===== src/hdl/psf_pkg.sv =====
// Purpose: shared constants and types for the pipe select and fence block
// Assumes: commands arrive one dword at a time from a fetch unit
// Notes: fence units are 512-bit words of the shared return storage
package psf_pkg;
  // command header decode
  localparam logic [2:0] PSF_TYPE_GFX = 3'h3;
  localparam logic [1:0] PSF_SUBTYPE_COMMON = 2'h0;
  localparam logic [2:0] PSF_OP_NONPIPE = 3'h1;
  localparam logic [2:0] PSF_OP_PIPE = 3'h0;
  localparam logic [7:0] PSF_SUB_SELECT = 8'h04;
  localparam logic [7:0] PSF_SUB_FENCE = 8'h00;
  localparam logic [7:0] PSF_LEN_BIAS = 8'h02;
  localparam logic [7:0] PSF_FENCE_LEN = 8'h01;
  // fence field positions
  localparam int PSF_VS_LSB = 0;
  localparam int PSF_GS_LSB = 10;
  localparam int PSF_CLIPPING_STAGE_LSB = 20;
  localparam int PSF_SF_LSB = 0;
  localparam int PSF_VFE_LSB = 10;
  localparam int PSF_CS_LSB = 20;
  // storage sizes in 512-bit units
  localparam logic [10:0] PSF_SIZE_EARLY = 11'h100;
  localparam logic [10:0] PSF_SIZE_LATE = 11'h180;
  // function codes
  localparam logic [3:0] PSF_FFID_STREAM = 4'ha;
  localparam logic [3:0] PSF_FFID_SPAWNER = 4'h7;
  localparam logic [3:0] PSF_SPAWNER_FUNCTION_CODE = 4'h7;
  // register offsets
  localparam logic [3:0] PSF_REG_CMD = 4'h0;
  localparam logic [3:0] PSF_REG_CTX = 4'h1;
  localparam logic [3:0] PSF_REG_STATUS = 4'h2;
  localparam logic [3:0] PSF_REG_CONFIG = 4'h3;
  localparam logic [3:0] PSF_REG_FENCE0 = 4'h8;
  // reset values
  localparam logic PSF_PIPE_RST = 1'b0;
  localparam logic [10:0] PSF_FENCE_RST = 11'h000;
  // release wait after rasterizer drop, in cycles
  localparam int PSF_RELEASE_NS = 80;
  localparam int PSF_CLK_NS = 10;
  localparam logic [3:0] PSF_RELEASE_CYC =
    4'((PSF_RELEASE_NS + PSF_CLK_NS - 1) / PSF_CLK_NS);
  localparam int PSF_NFENCE = 6;

  typedef enum logic [2:0] {
    PSF_IDLE = 3'b000,
    PSF_FDW1 = 3'b001,
    PSF_FDW2 = 3'b010,
    PSF_SKIP = 3'b011,
    PSF_DRAIN = 3'b100,
    PSF_WAIT = 3'b101
  } psf_state_t;
endpackage


===== src/hdl/psf_fence_if.sv =====
// Purpose: carries fence writes into the fence store
// Assumes: one write per cycle at most
// Notes: read ports return registered data
`timescale 1ns/1ns
interface psf_fence_if;
  logic wrEn;
  logic [2:0] wrIdx;
  logic [10:0] wrData;
  logic [2:0] rdIdx;
  logic [10:0] rdData;
  logic [10:0] limit;
  modport ctrl (output wrEn, output wrIdx, output wrData, output rdIdx,
    input rdData);
  modport store (input wrEn, input wrIdx, input wrData, input rdIdx,
    output rdData, input limit);
endinterface


===== src/hdl/psf_fence_store.sv =====
// Purpose: holds the six fence pointers in list order
// Assumes: caller only writes fields that are currently valid
// Notes: writes above the storage size are clamped to it
`timescale 1ns/1ns
module psf_fence_store
  import psf_pkg::*;
(
  input wire logic sys_clk,
  input wire logic arst_n,
  psf_fence_if.store fb
);
  logic [10:0] fence_r [PSF_NFENCE];
  logic [10:0] rdData_r;

  // one flop per fence entry, clamped to the storage size
  genvar gi;
  generate
    for (gi = 0; gi < PSF_NFENCE; gi++) begin : g_fence
      always_ff @(posedge sys_clk or negedge arst_n) begin
        if (!arst_n) begin
          fence_r[gi] <= PSF_FENCE_RST;
        end else if (fb.wrEn && fb.wrIdx == 3'(gi)) begin
          fence_r[gi] <= (fb.wrData > fb.limit) ? fb.limit :
            fb.wrData;
        end
      end
    end
  endgenerate

  // registered read
  always_ff @(posedge sys_clk or negedge arst_n) begin
    if (!arst_n) begin
      rdData_r <= PSF_FENCE_RST;
    end else if (fb.rdIdx < 3'(PSF_NFENCE)) begin
      rdData_r <= fence_r[fb.rdIdx];
    end else begin
      rdData_r <= PSF_FENCE_RST;
    end
  end
  assign fb.rdData = rdData_r;
endmodule


===== src/hdl/psf_release_timer.sv =====
// Purpose: counts out the bus delay before old entries count as released
// Assumes: start is a one-cycle pulse
// Notes: done is a one-cycle pulse when the count ends
`timescale 1ns/1ns
module psf_release_timer
  import psf_pkg::*;
(
  input wire logic sys_clk,
  input wire logic arst_n,
  input wire logic start,
  output logic done
);
  logic [3:0] cnt_r;
  logic done_r;

  // load on start, count down to zero
  always_ff @(posedge sys_clk or negedge arst_n) begin
    if (!arst_n) begin
      cnt_r <= 4'h0;
      done_r <= 1'b0;
    end else begin
      done_r <= (cnt_r == 4'h1);
      if (start) begin
        cnt_r <= PSF_RELEASE_CYC;
      end else if (cnt_r != 4'h0) begin
        cnt_r <= cnt_r - 4'h1;
      end
    end
  end
  assign done = done_r;
endmodule


===== src/hdl/psf_top.sv =====
// Purpose: pipe select and storage fence command handling
// Assumes: dwords are fed through the command register, one per write
// Notes: the flush and rasterizer handshake are ports to the pipelines
//
// The implementer's own choices: the address map and the plain strobed port.
`timescale 1ns/1ns
module psf_top
  import psf_pkg::*;
(
  input wire logic sys_clk,
  input wire logic arst_n,
  input wire logic [3:0] regAddr,
  input wire logic [31:0] regWdata,
  input wire logic regWr,
  input wire logic regRd,
  output logic [31:0] regRdata,
  output logic deallocFlush3d,
  output logic deallocFlushMedia,
  input wire logic rastDropDone,
  output logic mediaSelected,
  output logic [3:0] streamFuncCode,
  output logic [3:0] spawnerFuncCode
);
  psf_state_t state_r;
  psf_state_t state_nxt;
  logic pipe_r;
  logic pendPipe_r;
  logic curbeValid_r;
  logic curbeOwner_r;
  logic lateSize_r;
  logic badCmd_r;
  logic fenceSeen_r;
  logic [31:0] dw1_r;
  logic [31:0] regRdata_r;
  logic flush3d_r;
  logic flushMedia_r;
  logic rastSync1_r;
  logic rastSync2_r;
  logic relStart;
  logic relDone;
  logic [7:0] skipCnt_r;
  logic cmdWr;
  logic isSelect;
  logic isFence;
  logic [10:0] limit;
  logic [10:0] cur;
  psf_fence_if fb ();

  assign cmdWr = regWr && regAddr == PSF_REG_CMD;
  assign limit = lateSize_r ? PSF_SIZE_LATE : PSF_SIZE_EARLY;
  assign fb.limit = limit;

  // header decode of the two commands
  assign isSelect = regWdata[31:29] == PSF_TYPE_GFX &&
    regWdata[28:27] == PSF_SUBTYPE_COMMON &&
    regWdata[26:24] == PSF_OP_NONPIPE &&
    regWdata[23:16] == PSF_SUB_SELECT;
  assign isFence = regWdata[31:29] == PSF_TYPE_GFX &&
    regWdata[28:27] == PSF_SUBTYPE_COMMON &&
    regWdata[26:24] == PSF_OP_PIPE &&
    regWdata[23:16] == PSF_SUB_FENCE;

  // synchronise the rasterizer drop acknowledge
  always_ff @(posedge sys_clk or negedge arst_n) begin
    if (!arst_n) begin
      rastSync1_r <= 1'b0;
      rastSync2_r <= 1'b0;
    end else begin
      rastSync1_r <= rastDropDone;
      rastSync2_r <= rastSync1_r;
    end
  end

  // next state of the command sequencer
  always_comb begin
    state_nxt = state_r;
    unique case (state_r)
      PSF_IDLE: begin
        if (cmdWr && isSelect && regWdata[0] != pipe_r) begin
          state_nxt = PSF_DRAIN;
        end else if (cmdWr && isFence) begin
          state_nxt = PSF_FDW1;
        end
      end
      PSF_FDW1: if (cmdWr) state_nxt = PSF_FDW2;
      PSF_FDW2: begin
        if (cmdWr) begin
          state_nxt = (skipCnt_r == 8'h0) ? PSF_IDLE : PSF_SKIP;
        end
      end
      PSF_SKIP: begin
        if (cmdWr && skipCnt_r == 8'h1) state_nxt = PSF_IDLE;
      end
      PSF_DRAIN: if (rastSync2_r) state_nxt = PSF_WAIT;
      PSF_WAIT: if (relDone) state_nxt = PSF_IDLE;
      default: state_nxt = PSF_IDLE;
    endcase
  end

  // sequencer state
  always_ff @(posedge sys_clk or negedge arst_n) begin
    if (!arst_n) begin
      state_r <= PSF_IDLE;
    end else begin
      state_r <= state_nxt;
    end
  end

  assign relStart = state_r == PSF_DRAIN && rastSync2_r;

  psf_release_timer u_timer (
    .sys_clk(sys_clk),
    .arst_n(arst_n),
    .start(relStart),
    .done(relDone)
  );

  // selected pipe, switched by a select once old entries are released, or at once by a context write made while the sequencer is idle
  always_ff @(posedge sys_clk or negedge arst_n) begin
    if (!arst_n) begin
      pipe_r <= PSF_PIPE_RST;
      pendPipe_r <= PSF_PIPE_RST;
    end else if (state_r == PSF_IDLE && cmdWr && isSelect) begin
      pendPipe_r <= regWdata[0];
    end else if (state_r == PSF_WAIT && relDone) begin
      pipe_r <= pendPipe_r;
    end else if (state_r == PSF_IDLE && regWr &&
        regAddr == PSF_REG_CTX) begin
      pipe_r <= regWdata[0];
      pendPipe_r <= regWdata[0];
    end
  end

  // deallocating flush pulse to the pipe being left
  always_ff @(posedge sys_clk or negedge arst_n) begin
    if (!arst_n) begin
      flush3d_r <= 1'b0;
      flushMedia_r <= 1'b0;
    end else begin
      flush3d_r <= state_r == PSF_IDLE && state_nxt == PSF_DRAIN &&
        !pipe_r;
      flushMedia_r <= state_r == PSF_IDLE && state_nxt == PSF_DRAIN &&
        pipe_r;
    end
  end

  // constant entry reference owner
  always_ff @(posedge sys_clk or negedge arst_n) begin
    if (!arst_n) begin
      curbeValid_r <= 1'b0;
      curbeOwner_r <= PSF_PIPE_RST;
    end else if (state_r == PSF_WAIT && relDone &&
        curbeOwner_r != pendPipe_r) begin
      curbeValid_r <= 1'b0;
    end else if (regWr && regAddr == PSF_REG_CONFIG && regWdata[1]) begin
      curbeValid_r <= 1'b1;
      curbeOwner_r <= pipe_r;
    end
  end

  // configuration: storage size and malformed-command flag
  always_ff @(posedge sys_clk or negedge arst_n) begin
    if (!arst_n) begin
      lateSize_r <= 1'b0;
      badCmd_r <= 1'b0;
      fenceSeen_r <= 1'b0;
    end else begin
      if (regWr && regAddr == PSF_REG_CONFIG) lateSize_r <= regWdata[0];
      if (state_r == PSF_IDLE && cmdWr &&
          ((isSelect && regWdata[15:1] != 15'h0) ||
           (isFence && regWdata[15:14] != 2'h0))) begin
        badCmd_r <= 1'b1;
      end else if (regWr && regAddr == PSF_REG_STATUS && regWdata[0]) begin
        badCmd_r <= 1'b0;
      end
      if (state_r == PSF_FDW2 && cmdWr) fenceSeen_r <= 1'b1;
    end
  end

  // length tracking and dword 1 capture
  always_ff @(posedge sys_clk or negedge arst_n) begin
    if (!arst_n) begin
      skipCnt_r <= 8'h0;
      dw1_r <= 32'h0;
    end else if (state_r == PSF_IDLE && cmdWr && isFence) begin
      skipCnt_r <= (regWdata[7:0] > PSF_FENCE_LEN) ?
        8'(regWdata[7:0] - PSF_FENCE_LEN) : 8'h0;
    end else if (state_r == PSF_FDW1 && cmdWr) begin
      dw1_r <= regWdata;
    end else if (state_r == PSF_SKIP && cmdWr) begin
      skipCnt_r <= skipCnt_r - 8'h1;
    end
  end

  // fence write of the CS field on dword 2, made whichever pipe is selected
  always_comb begin
    fb.wrEn = 1'b0;
    fb.wrIdx = 3'h0;
    fb.wrData = PSF_FENCE_RST;
    if (state_r == PSF_FDW2 && cmdWr) begin
      fb.wrEn = 1'b1;
      fb.wrIdx = 3'h5;
      fb.wrData = regWdata[PSF_CS_LSB +: 11];
    end
  end

  // 3D fences from dword 1 and the SF or VFE fence from dword 2, applied one per cycle
  logic [2:0] fseq_r;
  logic [31:0] dw2_r;
  psf_fence_if fb2 ();
  always_ff @(posedge sys_clk or negedge arst_n) begin
    if (!arst_n) begin
      fseq_r <= 3'h0;
      dw2_r <= 32'h0;
    end else if (state_r == PSF_FDW2 && cmdWr) begin
      fseq_r <= 3'h1;
      dw2_r <= regWdata;
    end else if (fseq_r != 3'h0) begin
      fseq_r <= (fseq_r == 3'h4) ? 3'h0 : fseq_r + 3'h1;
    end
  end

  // per-field write from the sequenced step, unselected pipe skipped
  always_comb begin
    fb2.wrEn = 1'b0;
    fb2.wrIdx = 3'h0;
    fb2.wrData = PSF_FENCE_RST;
    unique case (fseq_r)
      3'h1: begin
        fb2.wrEn = !pipe_r;
        fb2.wrIdx = 3'h0;
        fb2.wrData = {1'b0, dw1_r[PSF_VS_LSB +: 10]};
      end
      3'h2: begin
        fb2.wrEn = !pipe_r;
        fb2.wrIdx = 3'h1;
        fb2.wrData = {1'b0, dw1_r[PSF_GS_LSB +: 10]};
      end
      3'h3: begin
        fb2.wrEn = !pipe_r;
        fb2.wrIdx = 3'h2;
        fb2.wrData = {1'b0, dw1_r[PSF_CLIPPING_STAGE_LSB +: 10]};
      end
      3'h4: begin
        fb2.wrEn = 1'b1;
        fb2.wrIdx = pipe_r ? 3'h4 : 3'h3;
        fb2.wrData = pipe_r ? {1'b0, dw2_r[PSF_VFE_LSB +: 10]} :
          {1'b0, dw2_r[PSF_SF_LSB +: 10]};
      end
      default: begin
        fb2.wrEn = 1'b0;
      end
    endcase
  end

  // merge both write sources into the store; the dword 2 write wins when they coincide
  psf_fence_if fbm ();
  assign fbm.wrEn = fb.wrEn || fb2.wrEn;
  assign fbm.wrIdx = fb.wrEn ? fb.wrIdx : fb2.wrIdx;
  assign fbm.wrData = fb.wrEn ? fb.wrData : fb2.wrData;
  assign fbm.rdIdx = regAddr[2:0];
  assign fbm.limit = limit;
  assign fb.rdData = fbm.rdData;
  assign fb.rdIdx = regAddr[2:0];
  assign fb2.rdIdx = 3'h0;
  assign fb2.rdData = PSF_FENCE_RST;
  assign fb2.limit = limit;

  psf_fence_store u_store (
    .sys_clk(sys_clk),
    .arst_n(arst_n),
    .fb(fbm)
  );

  // fence read back; a region runs from the previous fence to this one
  always_comb begin
    cur = fbm.rdData;
  end

  // register read data, valid the cycle after the read strobe
  logic rdFence_r;
  logic [31:0] rdOther_r;
  always_ff @(posedge sys_clk or negedge arst_n) begin
    if (!arst_n) begin
      rdFence_r <= 1'b0;
      rdOther_r <= 32'h0;
    end else begin
      rdFence_r <= regRd && regAddr[3];
      rdOther_r <= 32'h0;
      if (regRd) begin
        unique case (regAddr)
          PSF_REG_CTX: rdOther_r <= {31'h0, pipe_r};
          PSF_REG_STATUS: rdOther_r <= {26'h0, fenceSeen_r,
            curbeOwner_r, curbeValid_r, 1'b0, state_r == PSF_IDLE,
            badCmd_r};
          PSF_REG_CONFIG: rdOther_r <= {31'h0, lateSize_r};
          default: rdOther_r <= 32'h0;
        endcase
      end
    end
  end
  assign regRdata_r = rdFence_r ? {21'h0, cur} : rdOther_r;
  assign regRdata = regRdata_r;

  assign deallocFlush3d = flush3d_r;
  assign deallocFlushMedia = flushMedia_r;
  assign mediaSelected = pipe_r;
  assign streamFuncCode = PSF_FFID_STREAM;
  assign spawnerFuncCode = PSF_SPAWNER_FUNCTION_CODE;
endmodule


===== config.mk =====
export PLATFORM = sky130hd
export DESIGN_NAME = psf_top
export DESIGN_NICKNAME = d
export VERILOG_FILES = /design/src/hdl/psf_pkg.sv /design/src/hdl/psf_fence_if.sv /design/src/hdl/psf_fence_store.sv /design/src/hdl/psf_release_timer.sv /design/src/hdl/psf_top.sv
export SDC_FILE = /design/constraint.sdc
export NUM_CORES = 1
export LEC_CHECK = 0
export BUFFER_PORTS_ARGS = -buffer_cell sky130_fd_sc_hd__buf_2
export CAP_MARGIN = 30
export CORE_ASPECT_RATIO = 1.2
export CORE_MARGIN = 4
export CORE_UTILIZATION = 39
export DETAILED_ROUTE_END_ITERATION = 7
export SKIP_LAST_GASP = 1
export SLEW_MARGIN = 20
export SYNTH_ARGS = -nofsm -noshare
export SYNTH_HDL_FRONTEND = slang
export SYNTH_HIERARCHICAL = 1
export SYNTH_SLANG_ARGS = --single-unit

===== constraint.sdc =====
create_clock -name sys_clk -period 4.5 [get_ports sys_clk]
set_clock_uncertainty 0.1 [all_clocks]
set_input_delay 0.45 -clock sys_clk [delete_from_list [all_inputs] [get_ports sys_clk]]
set_output_delay 0.45 -clock sys_clk [all_outputs]
set_load 0.02 [all_outputs]

==> results.py, run 1 <==
metrics = {
    "timing": {
        "rsz0062_at_grt": "false",
        "slew_viol_final": 0,
        "tightestPinTransition_ns": 0.896,
        "worst_slack_ns": 0.416,
        "setup_viol": 0,
        "finalWorstPathRequiredPeriod_ns": 4.08,
        "max_freq_mhz": 245,
        "relSlewSlack_pct": 40.3,
        "hold_viol": 3,
        "finalCritPeriodShare_pct": 90.7,
        "fin_setup_tns_ns": 0,
        "whs_ns": -0.0192,
    },
    "clock_tree": {
        "ctsLongestPathBuffers": 2,
        "cts-htree-levels": 4,
        "clk_pin_slew_ns": 0.06,
        "clk_latency_ns": 0.44,
        "holdBufCountCts": 0,
        "cts_resized": 0,
        "cts_buffers": 17,
        "post_cts_buffers": 0,
        "cts_sinks": 163,
        "cts_root_buf": "clkbuf_16",
        "cts_tree": "done",
    },
    "power": {
        "irDropWorstVdd_uv": 287,
        "power.density_nw_per_um2": 485,
        "seq_power_share_pct": 43.9,
        "p_int_mw": 3.16,
        "clockPowerShare_pct": 32.1,
        "power_frac_comb_pct": 24.0,
        "p_sw_mw": 1.40,
        "p_leak_nw": 4.45,
        "p_sw_share_pct": 30.8,
    },
    "worst_setup_path": {
        "arrival_ns": 4.27,
        "required_ns": 4.68,
        "r2r_slack_ns": 0.42,
        "critical_path_class": "reg -> reg",
        "start_kind": "register",
        "critPathMaxFanout": 21,
        "endpoint_kind": "register",
    },
    "final_layout": {
        "drive_gt1_share_pct": 18.6,
        "fin_nets": 935,
        "diodes": 0,
        "instances_no_fill": 1154,
        "syn_to_final_growth_pct": 12.4,
        "mostFrequentLayoutCells": "163 x dfrtp_1, 92 x nor2_1, 78 x nand2_1",
        "final_common_cell": "dfrtp_1",
    },
    "detailed_routing": {
        "route.detailed.drc": 0,
        "ant_nets": 0,
        "drt_first_pass_iters": 7,
        "drt_iter0_drc": 463,
        "vias": 6168,
        "wl_um": 20600,
        "post_drt_wl_per_cell_um": 17.9,
        "via_per_inst": 5.34,
    },
    "job": {
        "max_cap_violations": 0,
    },
    "placement": {
        "dp_slack_ns": 0.496,
        "placed_cells_incl_taps": 1122,
        "gp_congestion": 0.781,
        "port_buffers": 54,
        "dpl.hpwl_um": 14100,
    },
    "floorplan": {
        "dieArea_um2": 23900,
        "core.rowCount": 58,
        "fp.dieH_um": 169,
        "io_pins": 84,
        "dieWidth_um": 142,
        "initial_utilization_pct": 39.8,
        "core_area_um2": 21000,
    },
    "synthesis": {
        "synth_ff_type": "dfrtp_1",
        "yosys_warnings": 6,
        "ys_async_sr_fraction_pct": 100,
        "synth_seq_area_share_pct": 48.7,
        "syn-instance-count": 825,
        "synth_edf_count": 0,
        "netlist_area_um2": 8370,
        "synth_area_per_cell_um2": 10.2,
        "synth_seq_cells": 163,
        "ys_types": 63,
    },
    "global_routing": {
        "grt_usage_pct": 17.9,
        "antenna_found_initial": 0,
        "grt_pass1_wl_um": 33600,
        "gr-total-overflow": 0,
        "grt_pass1_vias": 6201,
        "grt_max_degree": 92,
    },
    "status": {
        "status": "complete, but fails checks",
        "violations": "negative hold slack",
    },
    "worst_hold_path": {
        "hp-class": "in -> async",
    },
}
==> flip-flops by register name, summed over array words and instances (netlist names) <==
name,flops
curbeValid_r,1
state_r,3
rastSync2_r,1
deallocFlush3d,1
deallocFlushMedia,1
pendPipe_r,1
badCmd_r,1
fseq_r,3
u_timer/done,1
rdFence_r,1
dw1_r,30
rastSync1_r,1
rdOther_r,5
u_store/fb.rdData,11
dw2_r,20
u_timer/cnt_r,4
fenceSeen_r,1
curbeOwner_r,1
lateSize_r,1
u_store/fence_r,66
mediaSelected,1
skipCnt_r,8
==> synth_stat cells, types with 14 or more instances <==
master / n / area share [%]
buf_2: 19 / 1.1
inv_1: 34 / 1.5
o22ai_1: 17 / 1.3
nor3_1: 14 / 0.84
mux2i_1: 23 / 2.7
nand2_1: 78 / 3.5
a31oi_1: 62 / 4.6
clkbuf_1: 32 / 1.4
ha_1: 23 / 3.4
dfrtp_1: 163 / 49
nor2_1: 93 / 4.2
mux2_2: 37 / 5.0
buf_4: 29 / 2.6
a21oi_1: 18 / 1.1
o21ai_0: 20 / 1.2
==> worst max-delay path, stage by stage, from the launching register on <==
cell     delay, ns
dfrtp_1       0.46
inv_1         0.15
ha_1          0.53
nor2_1        0.10
nor2_1        0.59
a22o_1        0.30
ha_1          0.17
nand4_1       0.15
a211o_1       0.30
o211a_1       0.37
o21ai_1       0.53
a31oi_1       0.16
==> per-layer routing <==
layer  wire length (um)  track usage [%]
met1               9090             23.7
met5                  0                0
met4                359             6.55
met3                987             2.94
met2              10200             29.5
==> power by group through the flow <==
stage | registers (mW) | logic [mW] | clock network (mW)
finish | 2.00 | 1.10 | 1.47
floorplan | 1.96 | 0.847 | 0
global route | 2.05 | 1.25 | 1.55
detailed placement | 2.03 | 1.09 | 0
CTS | 2.00 | 1.10 | 1.49
global placement | 2.02 | 1.06 | 0
==> cell type report <==
cell class / instances / area, um2
fillers: 2008 / 11600
inverters: 34 / 128
well taps: 270 / 338
flip-flops and latches: 163 / 4080
multi-input cells: 585 / 3880
repair buffers: 70 / 397
clock inverters: 8 / 100
clock buffers: 24 / 492
==> final timing paths <==
check / start / endpoint / depth (start not counted)
max: fseq_r[2]$_DFFE_PN0P_ / u_store/fence_r[36]$_DFFE_PN0P_ / 11
min reg2reg: rastSync1_r$_DFF_PN0_ / rastSync2_r$_DFF_PN0_ / 0
max reg2reg: fseq_r[2]$_DFFE_PN0P_ / u_store/fence_r[36]$_DFFE_PN0P_ / 11
min: arst_n / u_store/fb.rdData[8]$_DFF_PN0_ / 1
min in group sys_clk: rastDropDone / rastSync1_r$_DFF_PN0_ / 1
max in group asynchronous: arst_n / skipCnt_r[4]$_DFFE_PN0P_ / 2
==> cell families after synthesis <==
family	share of synthesized area (%)
flops	48.7
xor+xnor	1.26
fa+ha+maj	3.44
mux	10.8
compound gates	12.9
buf+inv	6.89
simple gates	15.9
other cells	0.0897
==> stage by stage <==
| step | instance area, um2 | utilization, % | power [mW] | hold WS [ns] |
|---|---|---|---|---|
| floorplan | 8520 | - | 2.81 | 0.0544 |
| global placement | 8820 | 41.9 | 3.08 | 0.234 |
| detailed placement | 8820 | 41.9 | 3.12 | 0.253 |
| CTS | 9420 | 44.7 | 4.59 | 0.0200 |
| global route | 9420 | 44.7 | 4.84 | 0.0248 |
| finish | 9420 | 44.7 | 4.57 | -0.0192 |
No activity file was read; power rests on OpenSTA's default activity.
==> inputs of run 2 (changes only) <==
--- a/config.mk
+++ b/config.mk
@@ -9,7 +9,7 @@
 export CAP_MARGIN = 30
 export CORE_ASPECT_RATIO = 1.2
 export CORE_MARGIN = 4
-export CORE_UTILIZATION = 39
+export CORE_UTILIZATION = 35
 export DETAILED_ROUTE_END_ITERATION = 7
 export SKIP_LAST_GASP = 1
 export SLEW_MARGIN = 20
==> constraint.sdc (replaced) <==
create_clock -name sys_clk -period 5 [get_ports sys_clk]
set_clock_uncertainty 0.1 [all_clocks]
set_input_delay 0.5 -clock sys_clk [delete_from_list [all_inputs] [get_ports sys_clk]]
set_output_delay 0.5 -clock sys_clk [all_outputs]
set_load 0.02 [all_outputs]
==> results.py, run 2 (synthesis results as in run 1) <==
metrics = {
    "detailed_routing": {
        "ant_nets": 0,
        "via_per_inst": 5.19,
        "drt_iter0_drc": 468,
        "post_drt_wl_per_cell_um": 17.1,
        "route.detailed.drc": 0,
        "drt_first_pass_iters": 7,
        "vias": 6230,
        "wl_um": 20500,
    },
    "worst_setup_path": {
        "r2r_slack_ns": 0.99,
        "crit_chain": "ha_1 > ha_1 > nor2_1 > nor2_1 > a22o_1 > ha_1 > nand4_1 > a211o_1 > o211a_1 > o21ai_1 > a31oi_1",
        "startpoint": "fseq_r[0]$_DFFE_PN0P_",
        "reg2regPathDepth": 11,
        "reg2reg_to": "u_store/fence_r[6]$_DFFE_PN0P_",
        "critical_path_class": "reg -> reg",
        "crit_family": "compound AO/OA/AOI/OAI gates",
        "cp_num_buf_inv": 0,
        "crit-reg2reg-launch": "fseq_r[0]$_DFFE_PN0P_",
        "critPathMaxFanout": 21,
        "slowest_delay_ns": 0.60,
        "critPathMostFrequentCell": "ha_1",
        "slowest_stage": "o21ai_1",
        "arrival_ns": 4.20,
        "endpoint_kind": "register",
        "start_kind": "register",
        "required_ns": 5.18,
    },
    "timing": {
        "whs_ns": 0.0714,
        "finalWorstPathRequiredPeriod_ns": 4.01,
        "slew_viol_final": 0,
        "hold_viol": 0,
        "max_freq_mhz": 249,
        "rsz0062_at_grt": "false",
        "finalCritPeriodShare_pct": 80.2,
        "tightestPinTransition_ns": 0.800,
        "relSlewSlack_pct": 46.4,
        "fin_setup_tns_ns": 0,
        "setup_viol": 0,
    },
    "worst_hold_path": {
        "hold_path_end": "rastSync1_r$_DFF_PN0_",
        "hp-class": "in -> reg",
        "min_from": "rastDropDone",
        "hold_path_depth": 1,
    },
    "clock_tree": {
        "ctsLongestPathBuffers": 2,
        "cts-htree-levels": 4,
        "clk_latency_ns": 0.43,
        "clk_pin_slew_ns": 0.06,
        "cts_buffers": 17,
        "cts_root_buf": "clkbuf_16",
        "post_cts_buffers": 0,
        "cts_tree": "done",
        "cts_sinks": 163,
    },
    "final_layout": {
        "top_register": "u_store/fence_r",
        "fin_nets": 936,
        "multi_input_area_um2": 3880,
        "largestRegisters": "u_store/fence_r x66, dw1_r x30, dw2_r x20",
        "drive_gt1_share_pct": 18.8,
        "num-fill-cells": 2345,
        "largest_reg_flops": 66,
        "diodes": 0,
        "mostFrequentLayoutCells": "163 x dfrtp_1, 92 x nor2_1, 78 x nand2_1",
        "register_area_um2": 4080,
        "postLayoutCellArea_um2": 9550,
        "final_common_cell": "dfrtp_1",
        "syn_to_final_growth_pct": 14.0,
    },
    "global_routing": {
        "gr-total-overflow": 0,
        "grt_pass1_wl_um": 33700,
        "grt_max_degree": 62,
        "grt_pass1_vias": 6254,
        "grt_usage_pct": 16.2,
        "antenna_found_initial": 0,
    },
    "status": {
        "status": "complete, no violations",
    },
    "power": {
        "power.density_nw_per_um2": 435,
        "p_leak_nw": 4.49,
        "totalPowerFinal_mw": 4.15,
        "irDropWorstVdd_uv": 268,
    },
    "floorplan": {
        "dieArea_um2": 26500,
        "dieWidth_um": 149,
        "core_area_um2": 23400,
        "io_pins": 84,
        "fp.dieH_um": 177,
        "initial_utilization_pct": 35.9,
        "core.rowCount": 61,
    },
    "placement": {
        "placed_cell_area_um2": 8900,
        "dpl.hpwl_um": 14400,
        "gp_congestion": 0.819,
        "port_buffers": 54,
    },
    "job": {
        "max_cap_violations": 0,
    },
}
[run 2: changes by cell type in the layout (fill, tap and decap cells not counted)]
cell           delta
clkinvlp_4        -1
buf_4             -3
buf_16            +1
clkinv_4          +4
bufinv_16         +1
clkbuf_8          -1
buf_8             +2
clkinv_2          -1
clkbuf_1          -2
dlygate4sd3_1     +1
[run 2: worst max path at each step]
stage / cells after the start / end
2_1_floorplan: 14 / u_store/fence_r[40]$_DFFE_PN0P_
3_3_place_gp: 12 / u_store/fence_r[6]$_DFFE_PN0P_
3_5_place_dp: 12 / u_store/fence_r[6]$_DFFE_PN0P_
4_1_cts: 11 / u_store/fence_r[6]$_DFFE_PN0P_
5_1_grt: 13 / u_store/fence_r[39]$_DFFE_PN0P_
6_report: 11 / u_store/fence_r[6]$_DFFE_PN0P_
[run 2: worst register-to-register path: cells and delay by family, from the launching register on]
| kind | cells | cell delay (ns) |
|---|---|---|
| AND/OR/NAND/NOR | 3 | 0.86 |
| flip-flops | 1 | 0.41 |
| AO/OA/AOI/OAI | 5 | 1.68 |
| adder cells (fa/ha/maj) | 3 | 0.83 |
[run 2: layout make-up]
type,instances,area share (%)
Timing Repair Buffer,71,4.63
Clock inverter,11,1.60
Tap cell,315,4.13
Multi-Input combinational cell,585,40.7
Clock buffer,21,4.93
Inverter,34,1.34
Sequential cell,163,42.7
[run 2: routing by layer]
metal	GRT usage (%)	up-vias	routed length, um
met2	26.7	173	9820
met1	21.4	3070	9300
met4	5.15	0	400
met3	3.32	26	983
li1	-	2961	-
met5	0	-	0
[run 2: what timing repair did]
action                    in CTS  in global routing
hold endpoints to repair      47                  0
resized for setup              0                  0
hold buffers                   1                  0
[run 2: stage by stage]
stage               util [%]  cells  setup slack (ns)
floorplan                  -    864              1.62
global placement        37.9   1164              1.07
detailed placement      38.1   1166             0.993
CTS                     40.8   1199              1.02
global route            40.9   1200             0.693
finish                  40.9   1200             0.989
[run 2: report_power, final]
group	switching [mW]	total [mW]	internal, mW
logic	0.556	0.999	0.443
registers	0.173	1.79	1.62
clock network	0.532	1.36	0.827
==> inputs of run 3 (changes only) <==
==> constraint.sdc (replaced) <==
create_clock -name sys_clk -period 3.39 [get_ports sys_clk]
set_clock_uncertainty 0.1 [all_clocks]
set_input_delay 0.339 -clock sys_clk [delete_from_list [all_inputs] [get_ports sys_clk]]
set_output_delay 0.339 -clock sys_clk [all_outputs]
set_load 0.02 [all_outputs]
==> results.py, run 3 (synthesis results as in run 1) <==
metrics = {
    "status": {
        "status": "complete, but fails checks",
        "violations": "negative setup slack",
    },
    "final_layout": {
        "syn_to_final_growth_pct": 22.3,
        "final_common_cell": "dfrtp_1",
        "top_register": "u_store/fence_r",
        "final_core_util_pct": 43.9,
        "fin_nets": 986,
        "mostFrequentLayoutCells": "162 x dfrtp_1, 92 x nor2_1, 78 x nand2_1",
        "drive_gt1_share_pct": 26.6,
        "largest_reg_flops": 66,
        "postLayoutCellArea_um2": 10200,
        "instances_no_fill": 1250,
        "diodes": 0,
        "largestRegisters": "u_store/fence_r x66, dw1_r x30, dw2_r x20",
    },
    "worst_hold_path": {
        "hp-class": "in -> reg",
        "min_from": "regWdata[16]",
    },
    "power": {
        "irDropWorstVdd_uv": 435,
        "clockPowerShare_pct": 31.4,
        "seq_power_share_pct": 40.9,
        "power.density_nw_per_um2": 630,
        "totalPowerFinal_mw": 6.45,
        "p_sw_share_pct": 30.5,
        "p_leak_nw": 4.76,
        "p_sw_mw": 1.97,
        "power_frac_comb_pct": 27.7,
        "p_int_mw": 4.48,
    },
    "detailed_routing": {
        "route.detailed.drc": 0,
        "wl_um": 21200,
        "drt_iter0_drc": 436,
        "post_drt_wl_per_cell_um": 17.0,
        "met2WireLength_um": 10700,
        "met1_length_um": 9460,
        "via_per_inst": 5.13,
        "ant_nets": 0,
        "dr_wl_met3_um": 801,
        "vias": 6412,
        "drt_first_pass_iters": 5,
        "top_layer": "met4",
    },
    "timing": {
        "rsz0062_at_grt": "true",
        "fin_setup_tns_ns": -0.145,
        "slew_viol_final": 0,
        "finalWorstPathRequiredPeriod_ns": 3.43,
        "max_freq_mhz": 291,
        "worst_slack_ns": -0.0428,
        "tightestPinTransition_ns": 0.840,
        "hold_viol": 0,
        "setup_viol": 11,
        "relSlewSlack_pct": 44.0,
        "finalCritPeriodShare_pct": 101,
    },
    "global_routing": {
        "grt_pass1_vias": 6202,
        "gr-total-overflow": 0,
        "grt_max_degree": 88,
        "antenna_found_initial": 0,
        "grt_usage_pct": 15.9,
        "grt_pass1_wl_um": 33200,
    },
    "floorplan": {
        "fp.dieH_um": 177,
        "core.rowCount": 61,
        "io_pins": 84,
        "dieArea_um2": 26500,
        "initial_utilization_pct": 35.9,
        "core_area_um2": 23400,
        "dieWidth_um": 149,
    },
    "worst_setup_path": {
        "startpoint": "fseq_r[1]$_DFFE_PN0P_",
        "arrival_ns": 3.68,
        "endpoint_kind": "register",
        "required_ns": 3.64,
        "start_kind": "register",
        "critPathMaxFanout": 9,
        "crit-reg2reg-launch": "fseq_r[1]$_DFFE_PN0P_",
        "critical_path_class": "reg -> reg",
    },
    "clock_tree": {
        "cts-htree-levels": 4,
        "cts_root_buf": "clkbuf_16",
        "clk_pin_slew_ns": 0.07,
        "cts_sinks": 163,
        "cts_tree": "done",
        "cts_buffers": 17,
        "clk_latency_ns": 0.43,
        "ctsLongestPathBuffers": 2,
    },
    "placement": {
        "dpl.hpwl_um": 14400,
        "gp_congestion": 0.786,
        "placed_cells_incl_taps": 1202,
        "port_buffers": 54,
        "placed_cell_area_um2": 9180,
    },
    "job": {
        "max_cap_violations": 0,
    },
}
[run 3: cell count changes in the layout (fill, tap and decap cells not counted), moves of 5 or more]
cell / delta
ha_1: -7
o21ai_0: -6
ha_4: +6
a31oi_1: -6
buf_4: +38
buf_6: +8
o21ai_4: +5
[run 3: power by group through the flow]
stage	logic, mW	clock network, mW	registers [mW]
finish	1.78	2.03	2.64
global route	1.98	2.13	2.70
CTS	1.66	2.06	2.63
detailed placement	1.63	0	2.67
global placement	1.60	0	2.64
floorplan	1.12	0	2.60
[run 3: through the flow]
stage	hold WS [ns]	worst slack [ns]
floorplan	-0.0566	0.00748
global placement	0.251	-0.135
detailed placement	0.252	-0.215
CTS	0.0231	0.00316
global route	0.0321	-0.161
finish	0.0372	-0.0428
[run 3: layer usage]
layer	track usage, %	vias to the layer above
met5	0	-
met4	4.54	0
met3	2.68	22
met2	27.0	155
met1	21.1	3165
li1	-	3070
[run 3: worst paths after layout]
path                                                        end  slack [ns]  cells past startpoint
worst max-delay path             u_store/fence_r[8]$_DFFE_PN0P_       -0.04                     13
worst min-delay path                      dw2_r[16]$_DFFE_PN0P_        0.04                      3
worst max register to register   u_store/fence_r[8]$_DFFE_PN0P_       -0.04                     13
worst min register to register            rastSync2_r$_DFF_PN0_        0.27                      0
max in group asynchronous              curbeOwner_r$_DFFE_PN0P_        1.94                      3
min in group asynchronous       u_store/fence_r[42]$_DFFE_PN0P_        0.46                      2
[run 3: repair_timing]
action	CTS	global route
hold endpoints to repair	85	0
buffers inserted	2	9
hold buffers	2	0
cloned	1	2
setup endpoints to repair	62	66
pin swaps	4	32
resized for setup	11	57
[run 3: final cells by class]
class	count	area, um2
Timing Repair Buffer	120	840
Tap cell	315	394
Clock inverter	12	180
Inverter	34	128
Multi-Input combinational cell	586	4190
Sequential cell	163	4080
Fill cell	2275	13100
Clock buffer	20	437
[run 3: worst max-delay path, cell delays in order (launching register included)]
cell and delay, ns:
dfrtp_1 0.41, buf_6 0.13, ha_4 0.15, ha_4 0.18, buf_12 0.14, a222oi_1 0.33, o21ai_1 0.11, a22o_1 0.26
ha_4 0.29, nand4_1 0.11, a211o_1 0.33, o211a_4 0.19, or3_4 0.43, a31oi_1 0.18
